`src/hdl/acc_pkg.sv`:
```
// package for the audio clock control block
// assumes a single 250 MHz system clock and an AXI4-Lite register port
package acc_pkg;

  // ==========================================================
  // register map (index, byte address is four times the index)
  localparam int ADDR_W = 8;
  localparam logic [5:0] IDX_CLOCK_DIVIDER_CONTROL = 6'h0C;
  localparam logic [5:0] IDX_RATE_RATIO_CONTROL = 6'h0D;
  localparam logic [5:0] IDX_CLOCK_SOURCE_ENABLE_CONTROL = 6'h0E;
  localparam logic [5:0] IDX_LOOP_CONTROL = 6'h10;
  localparam logic [5:0] IDX_PORT_CONTROL = 6'h17;
  localparam logic [5:0] IDX_BIT_CLOCK_DIVIDER = 6'h18;
  localparam logic [5:0] IDX_FRAME_RATE = 6'h19;
  localparam logic [5:0] IDX_STATUS = 6'h1F;

  // ==========================================================
  // field positions
  localparam int CD_HALVE_BIT = 7;
  localparam int CD_TOSEL_LSB = 8;
  localparam int CD_OUTDIV_LSB = 10;
  localparam int RR_FS_LSB = 0;
  localparam int RR_RATIO_LSB = 4;
  localparam int SE_CORE_BIT = 0;
  localparam int SE_DAC_BIT = 1;
  localparam int SE_TO_BIT = 2;
  localparam int SE_OUT_BIT = 5;
  localparam int SE_SRC_BIT = 13;
  localparam int LP_HOLD_BIT = 3;
  localparam int LP_REF_LSB = 4;
  localparam int PT_BIT_MST_BIT = 0;
  localparam int PT_FRM_MST_BIT = 1;
  localparam int PT_FRM_EXT_BIT = 2;

  // ==========================================================
  // reset values and writable masks
  localparam logic [15:0] RST_CLOCK_DIVIDER = 16'h0000;
  localparam logic [15:0] RST_RATE_RATIO = 16'h0038;
  localparam logic [15:0] RST_SOURCE_ENABLE = 16'h0000;
  localparam logic [15:0] RST_LOOP = 16'h0000;
  localparam logic [15:0] RST_PORT = 16'h0000;
  localparam logic [15:0] RST_BIT_DIV = 16'h0008;
  localparam logic [15:0] RST_FRAME = 16'h0040;
  localparam logic [15:0] MSK_CLOCK_DIVIDER = 16'h1F80;
  localparam logic [15:0] MSK_RATE_RATIO = 16'h00FF;
  localparam logic [15:0] MSK_SOURCE_ENABLE = 16'h2027;
  localparam logic [15:0] MSK_LOOP = 16'h0038;
  localparam logic [15:0] MSK_PORT = 16'h0007;
  localparam logic [15:0] MSK_BIT_DIV = 16'h001F;
  localparam logic [15:0] MSK_FRAME = 16'h07FF;

  // ==========================================================
  // code limits, rates and responses
  localparam logic [3:0] FS_CODE_MAX = 4'hA;
  localparam logic [3:0] RATIO_CODE_MAX = 4'h9;
  localparam logic [4:0] BIT_CODE_MAX = 5'h14;
  localparam int TO_BASE_HZ = 125;
  localparam logic [1:0] RESP_OKAY = 2'h0;
  localparam logic [1:0] RESP_SLVERR = 2'h2;

  typedef enum logic [1:0]
  {
    ACC_WR_IDLE = 2'b01,
    ACC_WR_RESP = 2'b10
  } acc_wr_state_type;

endpackage : acc_pkg

```
`src/hdl/acc_tick_div.sv`:
```
// fractional tick divider: emits one pulse per limit/step input ticks
// assumes input ticks are one-cycle enables on the system clock
`timescale 1ns/100ps
module acc_tick_div #(
  parameter int W = 24
) (
  input wire logic i_sys_clk,
  input wire logic i_resetn,
  input wire logic i_run,
  input wire logic i_tick,
  input wire logic [W-1:0] i_step,
  input wire logic [W-1:0] i_limit,
  output logic o_tick
);
  logic [W-1:0] acc_ff;
  logic [W-1:0] lim_ff;
  logic [W-1:0] nxt_sum;

  assign nxt_sum = acc_ff + i_step;

  // ==========================================================
  // accumulator, new limit taken while stopped or at an output boundary
  always_ff @(posedge i_sys_clk or negedge i_resetn)
  begin
    if (!i_resetn)
    begin
      acc_ff <= '0;
      lim_ff <= '0;
      o_tick <= 1'b0;
    end
    else if (!i_run)
    begin
      acc_ff <= '0;
      lim_ff <= i_limit;
      o_tick <= 1'b0;
    end
    else
    begin
      o_tick <= 1'b0;
      if (i_tick && lim_ff != '0)
      begin
        if (nxt_sum >= lim_ff)
        begin
          acc_ff <= nxt_sum - lim_ff;
          lim_ff <= i_limit;
          o_tick <= 1'b1;
        end
        else
        begin
          acc_ff <= nxt_sum;
        end
      end
    end
  end

endmodule : acc_tick_div

```
`src/hdl/acc_clock_control.sv`:
```
// audio system clock control: source select, gating and clock dividers
// assumes all clock inputs are one-cycle tick enables on i_sys_clk
//
// Overview of operation
// RQ1: the core system clock tick is the single reference for all derived clocks; the frame divider can count the external bit clock tick instead.
// RQ2: source select bit 13 picks pin clock (0) or locked loop (1), reset 0.
// RQ3: halve bit 7 passes the source (0) or divides it by two (1).
// RQ4: core clock runs only when gate bit 0 is set; reset leaves it off.
// RQ5: software clears the core gate before changing the source.
// RQ6: software finishes clock setup before playback starts.
// RQ7: ratio field 7:4 codes 64 to 1536 core ticks per sample, reset 0011.
// RQ8: sample rate field 3:0, codes 1011 to 1111 reserved, reset 1000.
// RQ9: sample tick derived automatically from rate and ratio codes.
// RQ10: DAC path clock gated by bit 1, reset off.
// RQ11: slow timeout clock derived from core clock, runs only with bit 2 set.
// RQ12: timeout select bits 9:8 give 125, 250, 500 or 1000 Hz.
// RQ13: clock output drives the pin clock only when bit 5 is set.
// RQ14: output divider bits 12:10 divide by 1,2,3,4,6,8,12,16, reset 000.
// RQ15: software enables clock output only when pin clock is not the source.
// RQ16: frame clock divides an internal or external bit clock in master mode.
// RQ17: locked loop reference selects pin clock, bit clock or frame clock.
// RQ18: locked loop may free-run without a reference when hold is set.
// RQ19: bit clock divider field 4:0 divides core clock by 1 to 48.
// RQ20: frame rate field 10:0 divides the bit clock by that integer.
// RQ21: gates and divider settings change only at clock boundaries; timeout and output gates (bits 2, 5) act on the next system clock.
`timescale 1ns/100ps
module acc_clock_control #(
  parameter int unsigned CORE_CLK_HZ = 12288000
) (
  input wire logic i_sys_clk,
  input wire logic i_resetn,
  input wire logic i_awvalid,
  output logic o_awready,
  input wire logic [acc_pkg::ADDR_W-1:0] i_awaddr,
  input wire logic i_wvalid,
  output logic o_wready,
  input wire logic [31:0] i_wdata,
  input wire logic [3:0] i_wstrb,
  output logic o_bvalid,
  input wire logic i_bready,
  output logic [1:0] o_bresp,
  input wire logic i_arvalid,
  output logic o_arready,
  input wire logic [acc_pkg::ADDR_W-1:0] i_araddr,
  output logic o_rvalid,
  input wire logic i_rready,
  output logic [31:0] o_rdata,
  output logic [1:0] o_rresp,
  input wire logic i_mpin_tick,
  input wire logic i_loop_tick,
  input wire logic i_ext_bclk_tick,
  output logic o_core_tick,
  output logic o_dac_tick,
  output logic o_fs_tick,
  output logic o_timeout_tick,
  output logic o_mpin_out,
  output logic o_mpin_oe_n,
  output logic o_bclk_tick,
  output logic o_frame_tick,
  output logic [1:0] o_loop_ref_sel,
  output logic o_loop_hold
);
  import acc_pkg::*;

  localparam logic [23:0] TO_LIM_BASE = 24'(CORE_CLK_HZ / TO_BASE_HZ);

  // ==========================================================
  // lookup tables
  function automatic logic [23:0] ratio_lim(input logic [3:0] code);
    case (code)
      4'h0: ratio_lim = 24'h000040;
      4'h1: ratio_lim = 24'h000080;
      4'h2: ratio_lim = 24'h0000C0;
      4'h3: ratio_lim = 24'h000100;
      4'h4: ratio_lim = 24'h000180;
      4'h5: ratio_lim = 24'h000200;
      4'h6: ratio_lim = 24'h000300;
      4'h7: ratio_lim = 24'h000400;
      4'h8: ratio_lim = 24'h000580;
      4'h9: ratio_lim = 24'h000600;
      default: ratio_lim = 24'h000000;
    endcase
  endfunction : ratio_lim

  function automatic logic [23:0] outdiv_lim(input logic [2:0] code);
    case (code)
      3'h0: outdiv_lim = 24'h000001;
      3'h1: outdiv_lim = 24'h000002;
      3'h2: outdiv_lim = 24'h000003;
      3'h3: outdiv_lim = 24'h000004;
      3'h4: outdiv_lim = 24'h000006;
      3'h5: outdiv_lim = 24'h000008;
      3'h6: outdiv_lim = 24'h00000C;
      default: outdiv_lim = 24'h000010;
    endcase
  endfunction : outdiv_lim

  // twice the divide ratio, so half steps stay integer
  function automatic logic [23:0] bitdiv_lim2(input logic [4:0] code);
    case (code)
      5'h00: bitdiv_lim2 = 24'h000002;
      5'h01: bitdiv_lim2 = 24'h000003;
      5'h02: bitdiv_lim2 = 24'h000004;
      5'h03: bitdiv_lim2 = 24'h000006;
      5'h04: bitdiv_lim2 = 24'h000008;
      5'h05: bitdiv_lim2 = 24'h00000A;
      5'h06: bitdiv_lim2 = 24'h00000B;
      5'h07: bitdiv_lim2 = 24'h00000C;
      5'h08: bitdiv_lim2 = 24'h000010;
      5'h09: bitdiv_lim2 = 24'h000014;
      5'h0A: bitdiv_lim2 = 24'h000016;
      5'h0B: bitdiv_lim2 = 24'h000018;
      5'h0C: bitdiv_lim2 = 24'h000020;
      5'h0D: bitdiv_lim2 = 24'h000028;
      5'h0E: bitdiv_lim2 = 24'h00002C;
      5'h0F: bitdiv_lim2 = 24'h000030;
      5'h10: bitdiv_lim2 = 24'h000032;
      5'h11: bitdiv_lim2 = 24'h00003C;
      5'h12: bitdiv_lim2 = 24'h000040;
      5'h13: bitdiv_lim2 = 24'h000058;
      5'h14: bitdiv_lim2 = 24'h000060;
      default: bitdiv_lim2 = 24'h000000;
    endcase
  endfunction : bitdiv_lim2

  function automatic logic [15:0] merge16(input logic [15:0] old, input logic [31:0] data,
                                          input logic [3:0] strb, input logic [15:0] msk);
    logic [15:0] val;
    val = old;
    if (strb[0])
      val[7:0] = data[7:0];
    if (strb[1])
      val[15:8] = data[15:8];
    merge16 = val & msk;
  endfunction : merge16

  // ==========================================================
  // registers
  logic [15:0] clock_divider_control_ff;
  logic [15:0] rate_ratio_control_ff;
  logic [15:0] clock_source_enable_control_ff;
  logic [15:0] loop_control_ff;
  logic [15:0] port_control_ff;
  logic [15:0] bit_clock_divider_ff;
  logic [15:0] frame_rate_ff;
  acc_wr_state_type wr_state_ff;
  logic aw_got_ff;
  logic w_got_ff;
  logic [5:0] aw_idx_ff;
  logic [31:0] wdata_ff;
  logic [3:0] wstrb_ff;
  logic wr_go;
  logic wr_hit;
  logic [15:0] rd_val;
  logic rd_hit;

  // ==========================================================
  // axi4-lite write channel
  assign wr_go = (wr_state_ff == ACC_WR_IDLE) && aw_got_ff && w_got_ff;
  assign wr_hit = (aw_idx_ff == IDX_CLOCK_DIVIDER_CONTROL) || (aw_idx_ff == IDX_RATE_RATIO_CONTROL)
                  || (aw_idx_ff == IDX_CLOCK_SOURCE_ENABLE_CONTROL) || (aw_idx_ff == IDX_LOOP_CONTROL)
                  || (aw_idx_ff == IDX_PORT_CONTROL) || (aw_idx_ff == IDX_BIT_CLOCK_DIVIDER)
                  || (aw_idx_ff == IDX_FRAME_RATE);

  always_ff @(posedge i_sys_clk or negedge i_resetn)
  begin
    if (!i_resetn)
    begin
      aw_got_ff <= 1'b0;
      w_got_ff <= 1'b0;
      aw_idx_ff <= '0;
      wdata_ff <= '0;
      wstrb_ff <= '0;
      o_awready <= 1'b0;
      o_wready <= 1'b0;
    end
    else
    begin
      if (o_awready && i_awvalid)
      begin
        aw_got_ff <= 1'b1;
        aw_idx_ff <= i_awaddr[7:2];
      end
      else if (o_bvalid && i_bready)
        aw_got_ff <= 1'b0;
      if (o_wready && i_wvalid)
      begin
        w_got_ff <= 1'b1;
        wdata_ff <= i_wdata;
        wstrb_ff <= i_wstrb;
      end
      else if (o_bvalid && i_bready)
        w_got_ff <= 1'b0;
      o_awready <= (wr_state_ff == ACC_WR_IDLE) && !aw_got_ff && !(o_awready && i_awvalid);
      o_wready <= (wr_state_ff == ACC_WR_IDLE) && !w_got_ff && !(o_wready && i_wvalid);
    end
  end

  always_ff @(posedge i_sys_clk or negedge i_resetn)
  begin
    if (!i_resetn)
    begin
      wr_state_ff <= ACC_WR_IDLE;
      o_bvalid <= 1'b0;
      o_bresp <= RESP_OKAY;
    end
    else
    begin
      case (wr_state_ff)
        ACC_WR_IDLE:
          if (wr_go)
          begin
            wr_state_ff <= ACC_WR_RESP;
            o_bvalid <= 1'b1;
            o_bresp <= wr_hit ? RESP_OKAY : RESP_SLVERR;
          end
        ACC_WR_RESP:
          if (i_bready)
          begin
            wr_state_ff <= ACC_WR_IDLE;
            o_bvalid <= 1'b0;
          end
        default:
        begin
          wr_state_ff <= ACC_WR_IDLE;
          o_bvalid <= 1'b0;
        end
      endcase
    end
  end

  always_ff @(posedge i_sys_clk or negedge i_resetn)
  begin
    if (!i_resetn)
    begin
      clock_divider_control_ff <= RST_CLOCK_DIVIDER;
      rate_ratio_control_ff <= RST_RATE_RATIO;
      clock_source_enable_control_ff <= RST_SOURCE_ENABLE;
      loop_control_ff <= RST_LOOP;
      port_control_ff <= RST_PORT;
      bit_clock_divider_ff <= RST_BIT_DIV;
      frame_rate_ff <= RST_FRAME;
    end
    else if (wr_go)
    begin
      case (aw_idx_ff)
        IDX_CLOCK_DIVIDER_CONTROL: clock_divider_control_ff <=
          merge16(clock_divider_control_ff, wdata_ff, wstrb_ff, MSK_CLOCK_DIVIDER);
        IDX_RATE_RATIO_CONTROL: rate_ratio_control_ff <=
          merge16(rate_ratio_control_ff, wdata_ff, wstrb_ff, MSK_RATE_RATIO);
        IDX_CLOCK_SOURCE_ENABLE_CONTROL: clock_source_enable_control_ff <=
          merge16(clock_source_enable_control_ff, wdata_ff, wstrb_ff, MSK_SOURCE_ENABLE);
        IDX_LOOP_CONTROL: loop_control_ff <=
          merge16(loop_control_ff, wdata_ff, wstrb_ff, MSK_LOOP);
        IDX_PORT_CONTROL: port_control_ff <=
          merge16(port_control_ff, wdata_ff, wstrb_ff, MSK_PORT);
        IDX_BIT_CLOCK_DIVIDER: bit_clock_divider_ff <=
          merge16(bit_clock_divider_ff, wdata_ff, wstrb_ff, MSK_BIT_DIV);
        IDX_FRAME_RATE: frame_rate_ff <=
          merge16(frame_rate_ff, wdata_ff, wstrb_ff, MSK_FRAME);
        default: ;
      endcase
    end
  end

  // ==========================================================
  // field decode
  logic src_sel;
  logic halve;
  logic core_gate;
  logic dac_gate;
  logic to_gate;
  logic out_gate;
  logic [1:0] to_sel;
  logic [2:0] out_div;
  logic [3:0] fs_code;
  logic [3:0] ratio_code;
  logic [4:0] bit_code;
  logic fs_ok;
  logic bit_ok;

  assign src_sel = clock_source_enable_control_ff[SE_SRC_BIT];
  assign core_gate = clock_source_enable_control_ff[SE_CORE_BIT];
  assign dac_gate = clock_source_enable_control_ff[SE_DAC_BIT];
  assign to_gate = clock_source_enable_control_ff[SE_TO_BIT];
  assign out_gate = clock_source_enable_control_ff[SE_OUT_BIT];
  assign halve = clock_divider_control_ff[CD_HALVE_BIT];
  assign to_sel = clock_divider_control_ff[CD_TOSEL_LSB +: 2];
  assign out_div = clock_divider_control_ff[CD_OUTDIV_LSB +: 3];
  assign fs_code = rate_ratio_control_ff[RR_FS_LSB +: 4];
  assign ratio_code = rate_ratio_control_ff[RR_RATIO_LSB +: 4];
  assign bit_code = bit_clock_divider_ff[4:0];
  assign fs_ok = (fs_code <= FS_CODE_MAX) && (ratio_code <= RATIO_CODE_MAX); // see RQ8
  assign bit_ok = bit_code <= BIT_CODE_MAX; // see RQ19

  // ==========================================================
  // core clock source, halving and gating
  logic src_tick;
  logic pass_tick;
  logic half_phase_ff;
  logic core_eff_ff;
  logic dac_eff_ff;

  assign src_tick = src_sel ? i_loop_tick : i_mpin_tick; // see RQ2
  assign pass_tick = src_tick && (!halve || half_phase_ff); // see RQ3

  always_ff @(posedge i_sys_clk or negedge i_resetn)
  begin
    if (!i_resetn)
    begin
      half_phase_ff <= 1'b0;
      core_eff_ff <= 1'b0;
      dac_eff_ff <= 1'b0;
      o_core_tick <= 1'b0;
      o_dac_tick <= 1'b0;
    end
    else
    begin
      if (src_tick)
      begin
        half_phase_ff <= halve ? !half_phase_ff : 1'b0; // see RQ3
        core_eff_ff <= core_gate; // see RQ21
        dac_eff_ff <= core_gate && dac_gate; // see RQ21
      end
      o_core_tick <= pass_tick && core_eff_ff; // see RQ4
      o_dac_tick <= pass_tick && dac_eff_ff; // see RQ10
    end
  end

  // ==========================================================
  // derived clocks, all but the frame divider fed by the core tick
  logic to_run;
  logic out_run;
  logic bit_run;
  logic frame_run;
  logic frame_src_tick;

  assign to_run = to_gate && core_eff_ff; // see RQ11
  assign out_run = out_gate && src_sel && core_eff_ff; // see RQ13
  assign bit_run = port_control_ff[PT_BIT_MST_BIT] && bit_ok && core_eff_ff;
  assign frame_run = port_control_ff[PT_FRM_MST_BIT] && (frame_rate_ff[10:0] != 11'h000);
  assign frame_src_tick = port_control_ff[PT_FRM_EXT_BIT] ? i_ext_bclk_tick : o_bclk_tick; // see RQ16

  acc_tick_div #(.W(24)) u_fs_div ( // see RQ1 RQ9
    .i_sys_clk(i_sys_clk),
    .i_resetn(i_resetn),
    .i_run(fs_ok && core_eff_ff),
    .i_tick(o_core_tick),
    .i_step(24'h000001),
    .i_limit(ratio_lim(ratio_code)), // see RQ7
    .o_tick(o_fs_tick)
  );

  acc_tick_div #(.W(24)) u_to_div ( // see RQ11
    .i_sys_clk(i_sys_clk),
    .i_resetn(i_resetn),
    .i_run(to_run),
    .i_tick(o_core_tick),
    .i_step(24'h000001),
    .i_limit(TO_LIM_BASE >> to_sel), // see RQ12
    .o_tick(o_timeout_tick)
  );

  acc_tick_div #(.W(24)) u_out_div ( // see RQ14
    .i_sys_clk(i_sys_clk),
    .i_resetn(i_resetn),
    .i_run(out_run),
    .i_tick(o_core_tick),
    .i_step(24'h000001),
    .i_limit(outdiv_lim(out_div)),
    .o_tick(o_mpin_out)
  );

  acc_tick_div #(.W(24)) u_bit_div ( // see RQ19
    .i_sys_clk(i_sys_clk),
    .i_resetn(i_resetn),
    .i_run(bit_run),
    .i_tick(o_core_tick),
    .i_step(24'h000002),
    .i_limit(bitdiv_lim2(bit_code)),
    .o_tick(o_bclk_tick)
  );

  acc_tick_div #(.W(24)) u_frame_div ( // see RQ20
    .i_sys_clk(i_sys_clk),
    .i_resetn(i_resetn),
    .i_run(frame_run),
    .i_tick(frame_src_tick),
    .i_step(24'h000001),
    .i_limit({13'h0000, frame_rate_ff[10:0]}),
    .o_tick(o_frame_tick)
  );

  // ==========================================================
  // pin drive and locked loop controls
  always_ff @(posedge i_sys_clk or negedge i_resetn)
  begin
    if (!i_resetn)
    begin
      o_mpin_oe_n <= 1'b1;
      o_loop_ref_sel <= 2'h0;
      o_loop_hold <= 1'b0;
    end
    else
    begin
      o_mpin_oe_n <= !(out_gate && src_sel); // see RQ13 RQ15
      o_loop_ref_sel <= loop_control_ff[LP_REF_LSB +: 2]; // see RQ17
      o_loop_hold <= loop_control_ff[LP_HOLD_BIT]; // see RQ18
    end
  end

  // ==========================================================
  // axi4-lite read channel
  always_comb
  begin
    rd_hit = 1'b1;
    case (i_araddr[7:2])
      IDX_CLOCK_DIVIDER_CONTROL: rd_val = clock_divider_control_ff;
      IDX_RATE_RATIO_CONTROL: rd_val = rate_ratio_control_ff;
      IDX_CLOCK_SOURCE_ENABLE_CONTROL: rd_val = clock_source_enable_control_ff;
      IDX_LOOP_CONTROL: rd_val = loop_control_ff;
      IDX_PORT_CONTROL: rd_val = port_control_ff;
      IDX_BIT_CLOCK_DIVIDER: rd_val = bit_clock_divider_ff;
      IDX_FRAME_RATE: rd_val = frame_rate_ff;
      IDX_STATUS: rd_val = {10'h000, bit_ok, fs_ok, !o_mpin_oe_n, to_run, dac_eff_ff, core_eff_ff};
      default:
      begin
        rd_val = 16'h0000;
        rd_hit = 1'b0;
      end
    endcase
  end

  always_ff @(posedge i_sys_clk or negedge i_resetn)
  begin
    if (!i_resetn)
    begin
      o_arready <= 1'b0;
      o_rvalid <= 1'b0;
      o_rdata <= 32'h00000000;
      o_rresp <= RESP_OKAY;
    end
    else if (o_arready && i_arvalid)
    begin
      o_arready <= 1'b0;
      o_rvalid <= 1'b1;
      o_rdata <= {16'h0000, rd_val};
      o_rresp <= rd_hit ? RESP_OKAY : RESP_SLVERR;
    end
    else if (o_rvalid)
    begin
      if (i_rready)
        o_rvalid <= 1'b0;
    end
    else
      o_arready <= 1'b1;
  end
endmodule : acc_clock_control

```
`config.mk`:
```
export PLATFORM = sky130hd
export DESIGN_NAME = acc_clock_control
export DESIGN_NICKNAME = d
export VERILOG_FILES = /design/src/hdl/acc_pkg.sv /design/src/hdl/acc_tick_div.sv /design/src/hdl/acc_clock_control.sv
export SDC_FILE = /design/constraint.sdc
export NUM_CORES = 1
export LEC_CHECK = 0
export CAP_MARGIN = 20
export CORE_MARGIN = 5
export CORE_UTILIZATION = 52
export DETAILED_ROUTE_END_ITERATION = 16
export DONT_BUFFER_PORTS = 1
export PLACE_DENSITY = 0.67
export SYNTH_ARGS = -nofsm -noshare
export SYNTH_HDL_FRONTEND = slang
export SYNTH_SLANG_ARGS = --single-unit
```
`constraint.sdc`:
```
create_clock -name i_sys_clk -period 5.3 [get_ports i_sys_clk]
set_input_delay 1.06 -clock i_sys_clk [delete_from_list [all_inputs] [get_ports i_sys_clk]]
set_output_delay 1.06 -clock i_sys_clk [all_outputs]
set_load 0.01 [all_outputs]
```
==> flow_summary.ini, run 1 <==
[clocking]
clock_sinks = 254
tritoncts = built
ctsHoldBuffers = 0
clkTransAtPathRegs_ps = 60
clock_latency_ps = 560
numCtsBuffers = 29
cts_buffer_depth = 3
post-cts-setup-buffer-count = 0
htree_num_levels = 1
cts_resized = 0
cts-root-buf = clkbuf_16

[power]
power_density_mw_per_mm2 = 402.2
power_frac_comb_pct = 38.8
vdd_drop_max_mv = 0.4819
power.switching_mw = 2.893
swShare_pct = 38.18
power_mw = 7.578
internal_power_mw = 4.685
seq_power_share_pct = 34.5
clock_power_share_pct = 26.8
power.static_leakage_nw = 7.608

[finish]
drive_gt1_share_pct = 9.995
final_common_cell = dfrtp_1
nNetsFinal = 2092
layout.cells.most_common_list = dfrtp_1, nand2_1, nor2_1
fin_cells = 2450
area_growth_pct = 6.794
final_cell_area_sq_mm = 0.01884

[setup_path]
timing.rr.end = u_bit_div.lim_ff[1]$_DFFE_PN0P_
crit_top_cell = a21oi_1
rr_worst_depth = 13
end_kind = flop
crit_required_ps = 5770
worstPathArrival_ps = 4870
crit_chain = ha_1 > nand3_1 > xnor2_1 > ha_1 > or2_2 > a21oi_1 > a21oi_1 > or4b_1 > o21ba_4 > nand2_1 > a21oi_2 > a211oi_1 > a21oi_1
reg2reg_slack_ps = 900
path_class = reg -> reg
slowest_stage = a21oi_2
slowest_delay_ps = 590
crit_path_start_kind = flop
worstPathMaxFanout = 15
rr_startpoint = u_bit_div.acc_ff[1]$_DFFE_PN0P_

[synthesis]
ys_seq_elements = 254
async_flop_share_pct = 100.0
syn_inst = 2036
yosys.area_share.simple_pct = 24.20
synth.avg_cell_area_sq_um = 8.666
synth-edff-count = 0
synth_top_family_by_area = simple AND/OR/NAND/NOR gates
yosysWarnings = 0
synth_top_flop_cell = dfrtp_1
synthXorXnorAreaFrac_pct = 5.659
yosys.area_share.adder_pct = 3.787
yosysUniqueCellTypes = 89
synth_compound_area_share_pct = 17.37
synth_area_sq_mm = 0.01764
synthMuxAreaShare_pct = 7.942
ys_seq_area_share_pct = 36.07

[floorplanning]
rows = 67
core_area_sq_mm = 0.03353
boundaryPins = 114
initial_utilization_pct = 52.62
die_w_um = 194.2
dieArea_sq_mm = 0.03772
die_y_um = 194.2

[timing]
max_freq_mhz = 227.3
post-route-min-period_ps = 4399
finalSetupTns_ps = 0
layout_setup_ws_ps = 901.4
finalSetupViolations = 0
slew_headroom_pct = 28.20
finalHoldViolCount = 0
worstMarginPinSlew_ps = 1063
fin_skew_ps = 9.308
period_share_pct = 82.99
rsz0062_at_grt = false
finalMaxSlewViolations = 0

[routing]
ant_nets = 0
via_per_inst = 6.178
vias = 15140
dr.pass1.iters = 7
drc = 0
postRouteWirelength_mm = 43.69
drt_iter0_drc = 1048
routedWlPerCell_um = 17.83

[placed_design]
place.gp.congestion = 0.9283
dp_cells = 2395
hpwl_mm = 30.99
placedInstanceArea_sq_mm = 0.01786
portBuffers = 0
dp_worst_setup_slack_ps = 969.3

[global_routing]
grt_use_met1_pct = 31.86
busiest_layer = met2
gr-usage-met2_pct = 36.39
grt_overflow_total = 0
grt_max_degree = 255
grt_pass1_vias = 14330
grt_pass1_wl_mm = 73.51
grt.total_usage_pct = 22.58
antenna_found_initial = 2
gr-usage-met3_pct = 4.275

[hold_path]
hp-class = in -> async

[outcome]
status = finished clean

[job]
drv_cap = 0
## sequential cells by signal (all words and copies together) (netlist names), 5 cells and up
| name | count |
|---|---|
| u_bit_div.acc_ff | 24 |
| u_frame_div.acc_ff | 24 |
| u_fs_div.acc_ff | 24 |
| u_out_div.acc_ff | 24 |
| u_to_div.acc_ff | 24 |
| o_rdata | 14 |
| wdata_ff | 14 |
| frame_rate_ff | 11 |
| u_frame_div.lim_ff | 11 |
| rate_ratio_control_ff | 8 |
| u_bit_div.lim_ff | 7 |
| aw_idx_ff | 6 |
| clock_divider_control_ff | 6 |
| bit_clock_divider_ff | 5 |
| clock_source_enable_control_ff | 5 |
| u_fs_div.lim_ff | 5 |
| u_out_div.lim_ff | 5 |
| u_to_div.lim_ff | 5 |
## how the worst max path moves through the flow
| stage | start | end |
|---|---|---|
| after floorplan | u_fs_div.acc_ff[0]$_DFFE_PN0P_ | u_fs_div.acc_ff[15]$_DFFE_PN0P_ |
| after global placement | u_frame_div.acc_ff[0]$_DFFE_PN0P_ | u_frame_div.acc_ff[6]$_DFFE_PN0P_ |
| after detailed placement | u_bit_div.acc_ff[1]$_DFFE_PN0P_ | u_bit_div.lim_ff[1]$_DFFE_PN0P_ |
| after CTS | u_bit_div.acc_ff[1]$_DFFE_PN0P_ | u_bit_div.lim_ff[1]$_DFFE_PN0P_ |
| after global routing | u_frame_div.acc_ff[0]$_DFFE_PN0P_ | u_frame_div.lim_ff[1]$_DFFE_PN0P_ |
| final | u_bit_div.acc_ff[1]$_DFFE_PN0P_ | u_bit_div.lim_ff[1]$_DFFE_PN0P_ |
## per-stage QoR
stage	hold slack, ps	util [%]
6_report	198.7	56.19
3_5_place_dp	403.5	53.26
3_3_place_gp	411.8	53.24
5_1_grt	168.6	56.19
2_1_floorplan	362.8	-
4_1_cts	172.3	56.14
## power groups by stage
stage / Clock [mW] / Sequential (mW) / Combinational, mW
finish: 2.03 / 2.61 / 2.94
global route: 2.18 / 2.65 / 3.26
CTS: 2.09 / 2.61 / 2.92
detailed placement: 0 / 2.64 / 2.89
global placement: 0 / 2.63 / 2.85
floorplan: 0 / 2.45 / 2.44
## per-layer routing
| layer | vias to the layer above | wire length [um] |
|---|---|---|
| li1 | 7293 | - |
| met1 | 7383 | 20380 |
| met2 | 394 | 20020 |
| met3 | 62 | 2352 |
| met4 | 4 | 917 |
| met5 | - | 21 |
## cell type report
cell class                 instances  area [sq um]
antenna                            1         2.502
clock buffer                      44         862.1
clock inverter                     9         105.1
fill                            3038         14690
inverter                          69         259.0
multi-input combinational       1600         10500
sequential                       254          6365
tap                              448         560.5
timing repair buffer              25         192.7
## critical path, delay by kind of cell (launching register included)
family	cells	cell delay (ps)
compound gates	6	1480
xor+xnor	1	220
fa+ha+maj	2	700
flops	1	510
simple gates	4	1400
## cell families (layout without fill, tap and decap cells)
group | after synthesis | in the layout
flip-flops | 254 | 254
XOR/XNOR | 114 | 114
other | 1 | 21
multiplexers | 129 | 129
AO/OA/AOI/OAI | 475 | 475
AND/OR/NAND/NOR | 811 | 811
adder cells (fa/ha/maj) | 51 | 51
buffers and inverters | 201 | 147
## cell usage after synthesis, types with 41 or more instances
library cell	instances	area share, %
inv_1	69	1.5
mux2_2	84	5.4
mux2i_1	44	2.5
xnor2_1	73	3.6
a21oi_1	130	3.7
or3_1	62	2.2
nor2_1	150	3.2
o21ai_0	125	3.5
clkbuf_1	82	1.7
nor3_1	51	1.4
nand3_1	78	2.2
nand4_1	55	2.0
xor2_1	41	2.0
nand2_1	191	4.1
dfrtp_1	247	35
ha_1	47	3.3
(Power assumes the default switching activity.)
==> run 2: changes to the inputs <==
--- a/config.mk
+++ b/config.mk
@@ -5,12 +5,13 @@
 export SDC_FILE = /design/constraint.sdc
 export NUM_CORES = 1
 export LEC_CHECK = 0
+export ABC_AREA = 1
 export CAP_MARGIN = 20
 export CORE_MARGIN = 5
 export CORE_UTILIZATION = 52
 export DETAILED_ROUTE_END_ITERATION = 16
 export DONT_BUFFER_PORTS = 1
-export PLACE_DENSITY = 0.67
+export PLACE_DENSITY = 0.7
 export SYNTH_ARGS = -nofsm -noshare
 export SYNTH_HDL_FRONTEND = slang
 export SYNTH_SLANG_ARGS = --single-unit
==> constraint.sdc (replaced) <==
create_clock -name i_sys_clk -period 3.8 [get_ports i_sys_clk]
set_input_delay 0.76 -clock i_sys_clk [delete_from_list [all_inputs] [get_ports i_sys_clk]]
set_output_delay 0.76 -clock i_sys_clk [all_outputs]
set_load 0.01 [all_outputs]
==> run 2 against run 1 <==
The run now ends with hold timing left. First-iteration DRC count is 6.8% higher. Core utilization is 0.44 points higher. Critical endpoint is now u_fs_div.lim_ff[7]$_DFFE_PN0P_. Flip-flop and latch count did not move. Critical path type unchanged. Clock skew rose by 8.7 ps. Wire length rose by 6.0%. Power rose by 56%. Highest routed layer unchanged. Clock power is 51% higher. Sequential share of layout area down 1.0 points. Sequential power rose by 37%.
==> flow_summary.ini, run 2 <==
[outcome]
status = finished with violations
violations = hold timing

[timing]
holdWs_ps = -122.2
finalMaxSlewViolations = 0
slew_headroom_pct = 45.02
worstMarginPinSlew_ps = 821.6
post-route-min-period_ps = 3608
finalHoldViolCount = 139
fin_skew_ps = 17.99
max_freq_mhz = 277.2
period_share_pct = 94.94
rsz0062_at_grt = false
finalSetupTns_ps = 0
finalSetupViolations = 0

[setup_path]
path_class = reg -> reg
worstPathMaxFanout = 12
critPathTopFamily = simple AND/OR/NAND/NOR gates
slowest_stage = nor2_1
slowest_delay_ps = 400
end_kind = flop
worstPathArrival_ps = 4040
crit_chain = ha_1 > nand3_1 > nor2_1 > xor2_1 > ha_1 > fa_1 > o21ai_0 > nand2_1 > inv_1 > nor2_1 > inv_1 > nor2_2 > nand3_2 > o21ai_2 > o21ai_0
reg2reg_slack_ps = 190
crit_path_start_kind = flop
crit_required_ps = 4230
crit_buf_inv = 2

[floorplanning]
die_y_um = 195.5
dieArea_sq_mm = 0.03822
die_w_um = 195.5
rows = 68
boundaryPins = 114
initial_utilization_pct = 52.19
core_area_sq_mm = 0.03429

[finish]
area_growth_pct = 8.524
fill_cells = 3265
layout.cells.most_common_list = nand2_1, inv_1, nor2_1
final_cell_area_sq_mm = 0.01942
drive_gt1_share_pct = 8.239
fin_cells = 3113
final_common_cell = nand2_1
antenna_cells = 0
nNetsFinal = 2748

[synthesis]
yosysWarnings = 0
async_flop_share_pct = 100.0
yosysMostFrequentCell = nand2_1
ys_seq_area_share_pct = 35.57
ys_top_cells_by_area = dfrtp_1, nand2_1, inv_1
ys_seq_elements = 254
synth_area_sq_mm = 0.01789
synth-edff-count = 0
yosysUniqueCellTypes = 64
synth_top_flop_cell = dfrtp_1
synth_top_cells_by_count = nand2_1, inv_1, nor2_1, dfrtp_1, nand3_1
synth.avg_cell_area_sq_um = 6.819
yosysTopAreaCell = dfrtp_1
syn_inst = 2624
synth_top_cell_area_share_pct = 34.54

[routing]
postRouteWirelength_mm = 46.31
vias = 16580
ant_nets = 0
dr.pass1.iters = 6
drt_iter0_drc = 1119
routedWlPerCell_um = 14.88
via_per_inst = 5.327
drc = 0

[clocking]
post-cts-setup-buffer-count = 0
cts_buffer_depth = 3
htree_num_levels = 1
clock_latency_ps = 580
cts-root-buf = clkbuf_16
tritoncts = built
clkTransAtPathRegs_ps = 60
clock_sinks = 254
numCtsBuffers = 30

[placed_design]
hpwl_mm = 34.00
placedInstanceArea_sq_mm = 0.01832
place.gp.congestion = 0.9309
portBuffers = 0
dp_cells = 3056

[global_routing]
antenna_found_initial = 1
grt.total_usage_pct = 23.82
grt_pass1_vias = 15650
grt_max_degree = 255
grt_overflow_total = 0
grt_pass1_wl_mm = 77.45

[power]
power_mw = 11.82
power.switching_mw = 5.074
swShare_pct = 42.94
seq_power_share_pct = 30.3
power_frac_comb_pct = 43.8
internal_power_mw = 6.742
power_density_mw_per_mm2 = 608.5
clock_power_share_pct = 25.9
vdd_drop_max_mv = 0.7020
power.static_leakage_nw = 9.921

[hold_path]
hp-class = in -> async

[job]
drv_cap = 0
[run 2: metal layers]
metal  up-vias  wire [um]  GRT usage, %  share of wire (%)
li1       8406          -             -                  -
met5         -          7             0              0.015
met1      7705      21530         33.61                 46
met4         2        869         5.172                1.9
met2       393      21040         38.37                 45
met3        77       2870         4.607                6.2
[run 2: kinds of logic after synthesis]
kind of cell	count (synthesis)	synth area share (%)
other	1	0.02096
AND/OR/NAND/NOR	1531	37.64
AO/OA/AOI/OAI	295	9.671
buffers and inverters	417	9.524
XOR/XNOR	72	3.650
multiplexers	3	0.1888
adder cells (fa/ha/maj)	51	3.734
flip-flops	254	35.57
[run 2: what timing repair did]
| action | in CTS | in global routing |
|---|---|---|
| endpoints found under the hold margin | 247 | 247 |
| setup endpoints to repair | 0 | 21 |
| resized for setup | 0 | 7 |
[run 2: through the flow]
stage                     utilization [%]  setup slack (ps)  hold slack [ps]
after detailed placement            53.42             321.0            403.1
after CTS                           56.47             273.3           -137.7
after global placement              53.42             354.4            412.8
final                               56.63             192.2           -122.2
after floorplan                         -             680.2            374.4
after global routing                56.63             29.50           -146.4
[run 2: layout make-up]
class	count	area, sq um	share of cell area, %
clock buffers	41	852.1	4.388
clock inverters	14	195.2	1.005
inverters	354	1329	6.843
multi-input cells	1972	9925	51.11
flip-flops and latches	254	6365	32.78
well taps	455	569.3	2.932
repair buffers	23	183.9	0.9472
[run 2: worst reg2reg max path: stages, from the launching register on]
cell and delay (ps):
dfrtp_1 390, ha_1 210, nand3_1 110, nor2_1 400, xor2_1 280, ha_1 300, fa_1 240, o21ai_0 130
nand2_1 80, inv_1 50, nor2_1 120, inv_1 100, nor2_2 230, nand3_2 280, o21ai_2 390, o21ai_0 150
[run 2: final timing paths]
check                      cells past startpoint                               end                           start
setup / recovery                              15    u_fs_div.lim_ff[7]$_DFFE_PN0P_  u_fs_div.acc_ff[1]$_DFFE_PN0P_
hold / removal                                 0  u_out_div.acc_ff[15]$_DFFE_PN0P_                        i_resetn
setup reg to reg                              15    u_fs_div.lim_ff[7]$_DFFE_PN0P_  u_fs_div.acc_ff[1]$_DFFE_PN0P_
hold reg to reg                                0       o_loop_ref_sel[0]$_DFF_PN0_  loop_control_ff[4]$_DFFE_PN0P_
max in group asynchronous                      0    u_to_div.acc_ff[8]$_DFFE_PN0P_                        i_resetn
min in group i_sys_clk                         1                o_rvalid$_DFF_PN0_                        i_rready
[run 2: power groups by stage]
stage / Clock [mW] / Combinational (mW) / Sequential [mW]
6_report: 3.07 / 5.17 / 3.58
2_1_floorplan: 0 / 4.12 / 3.48
3_5_place_dp: 0 / 5.08 / 3.62
4_1_cts: 3.13 / 5.11 / 3.58
5_1_grt: 3.24 / 5.84 / 3.64
3_3_place_gp: 0 / 4.96 / 3.60
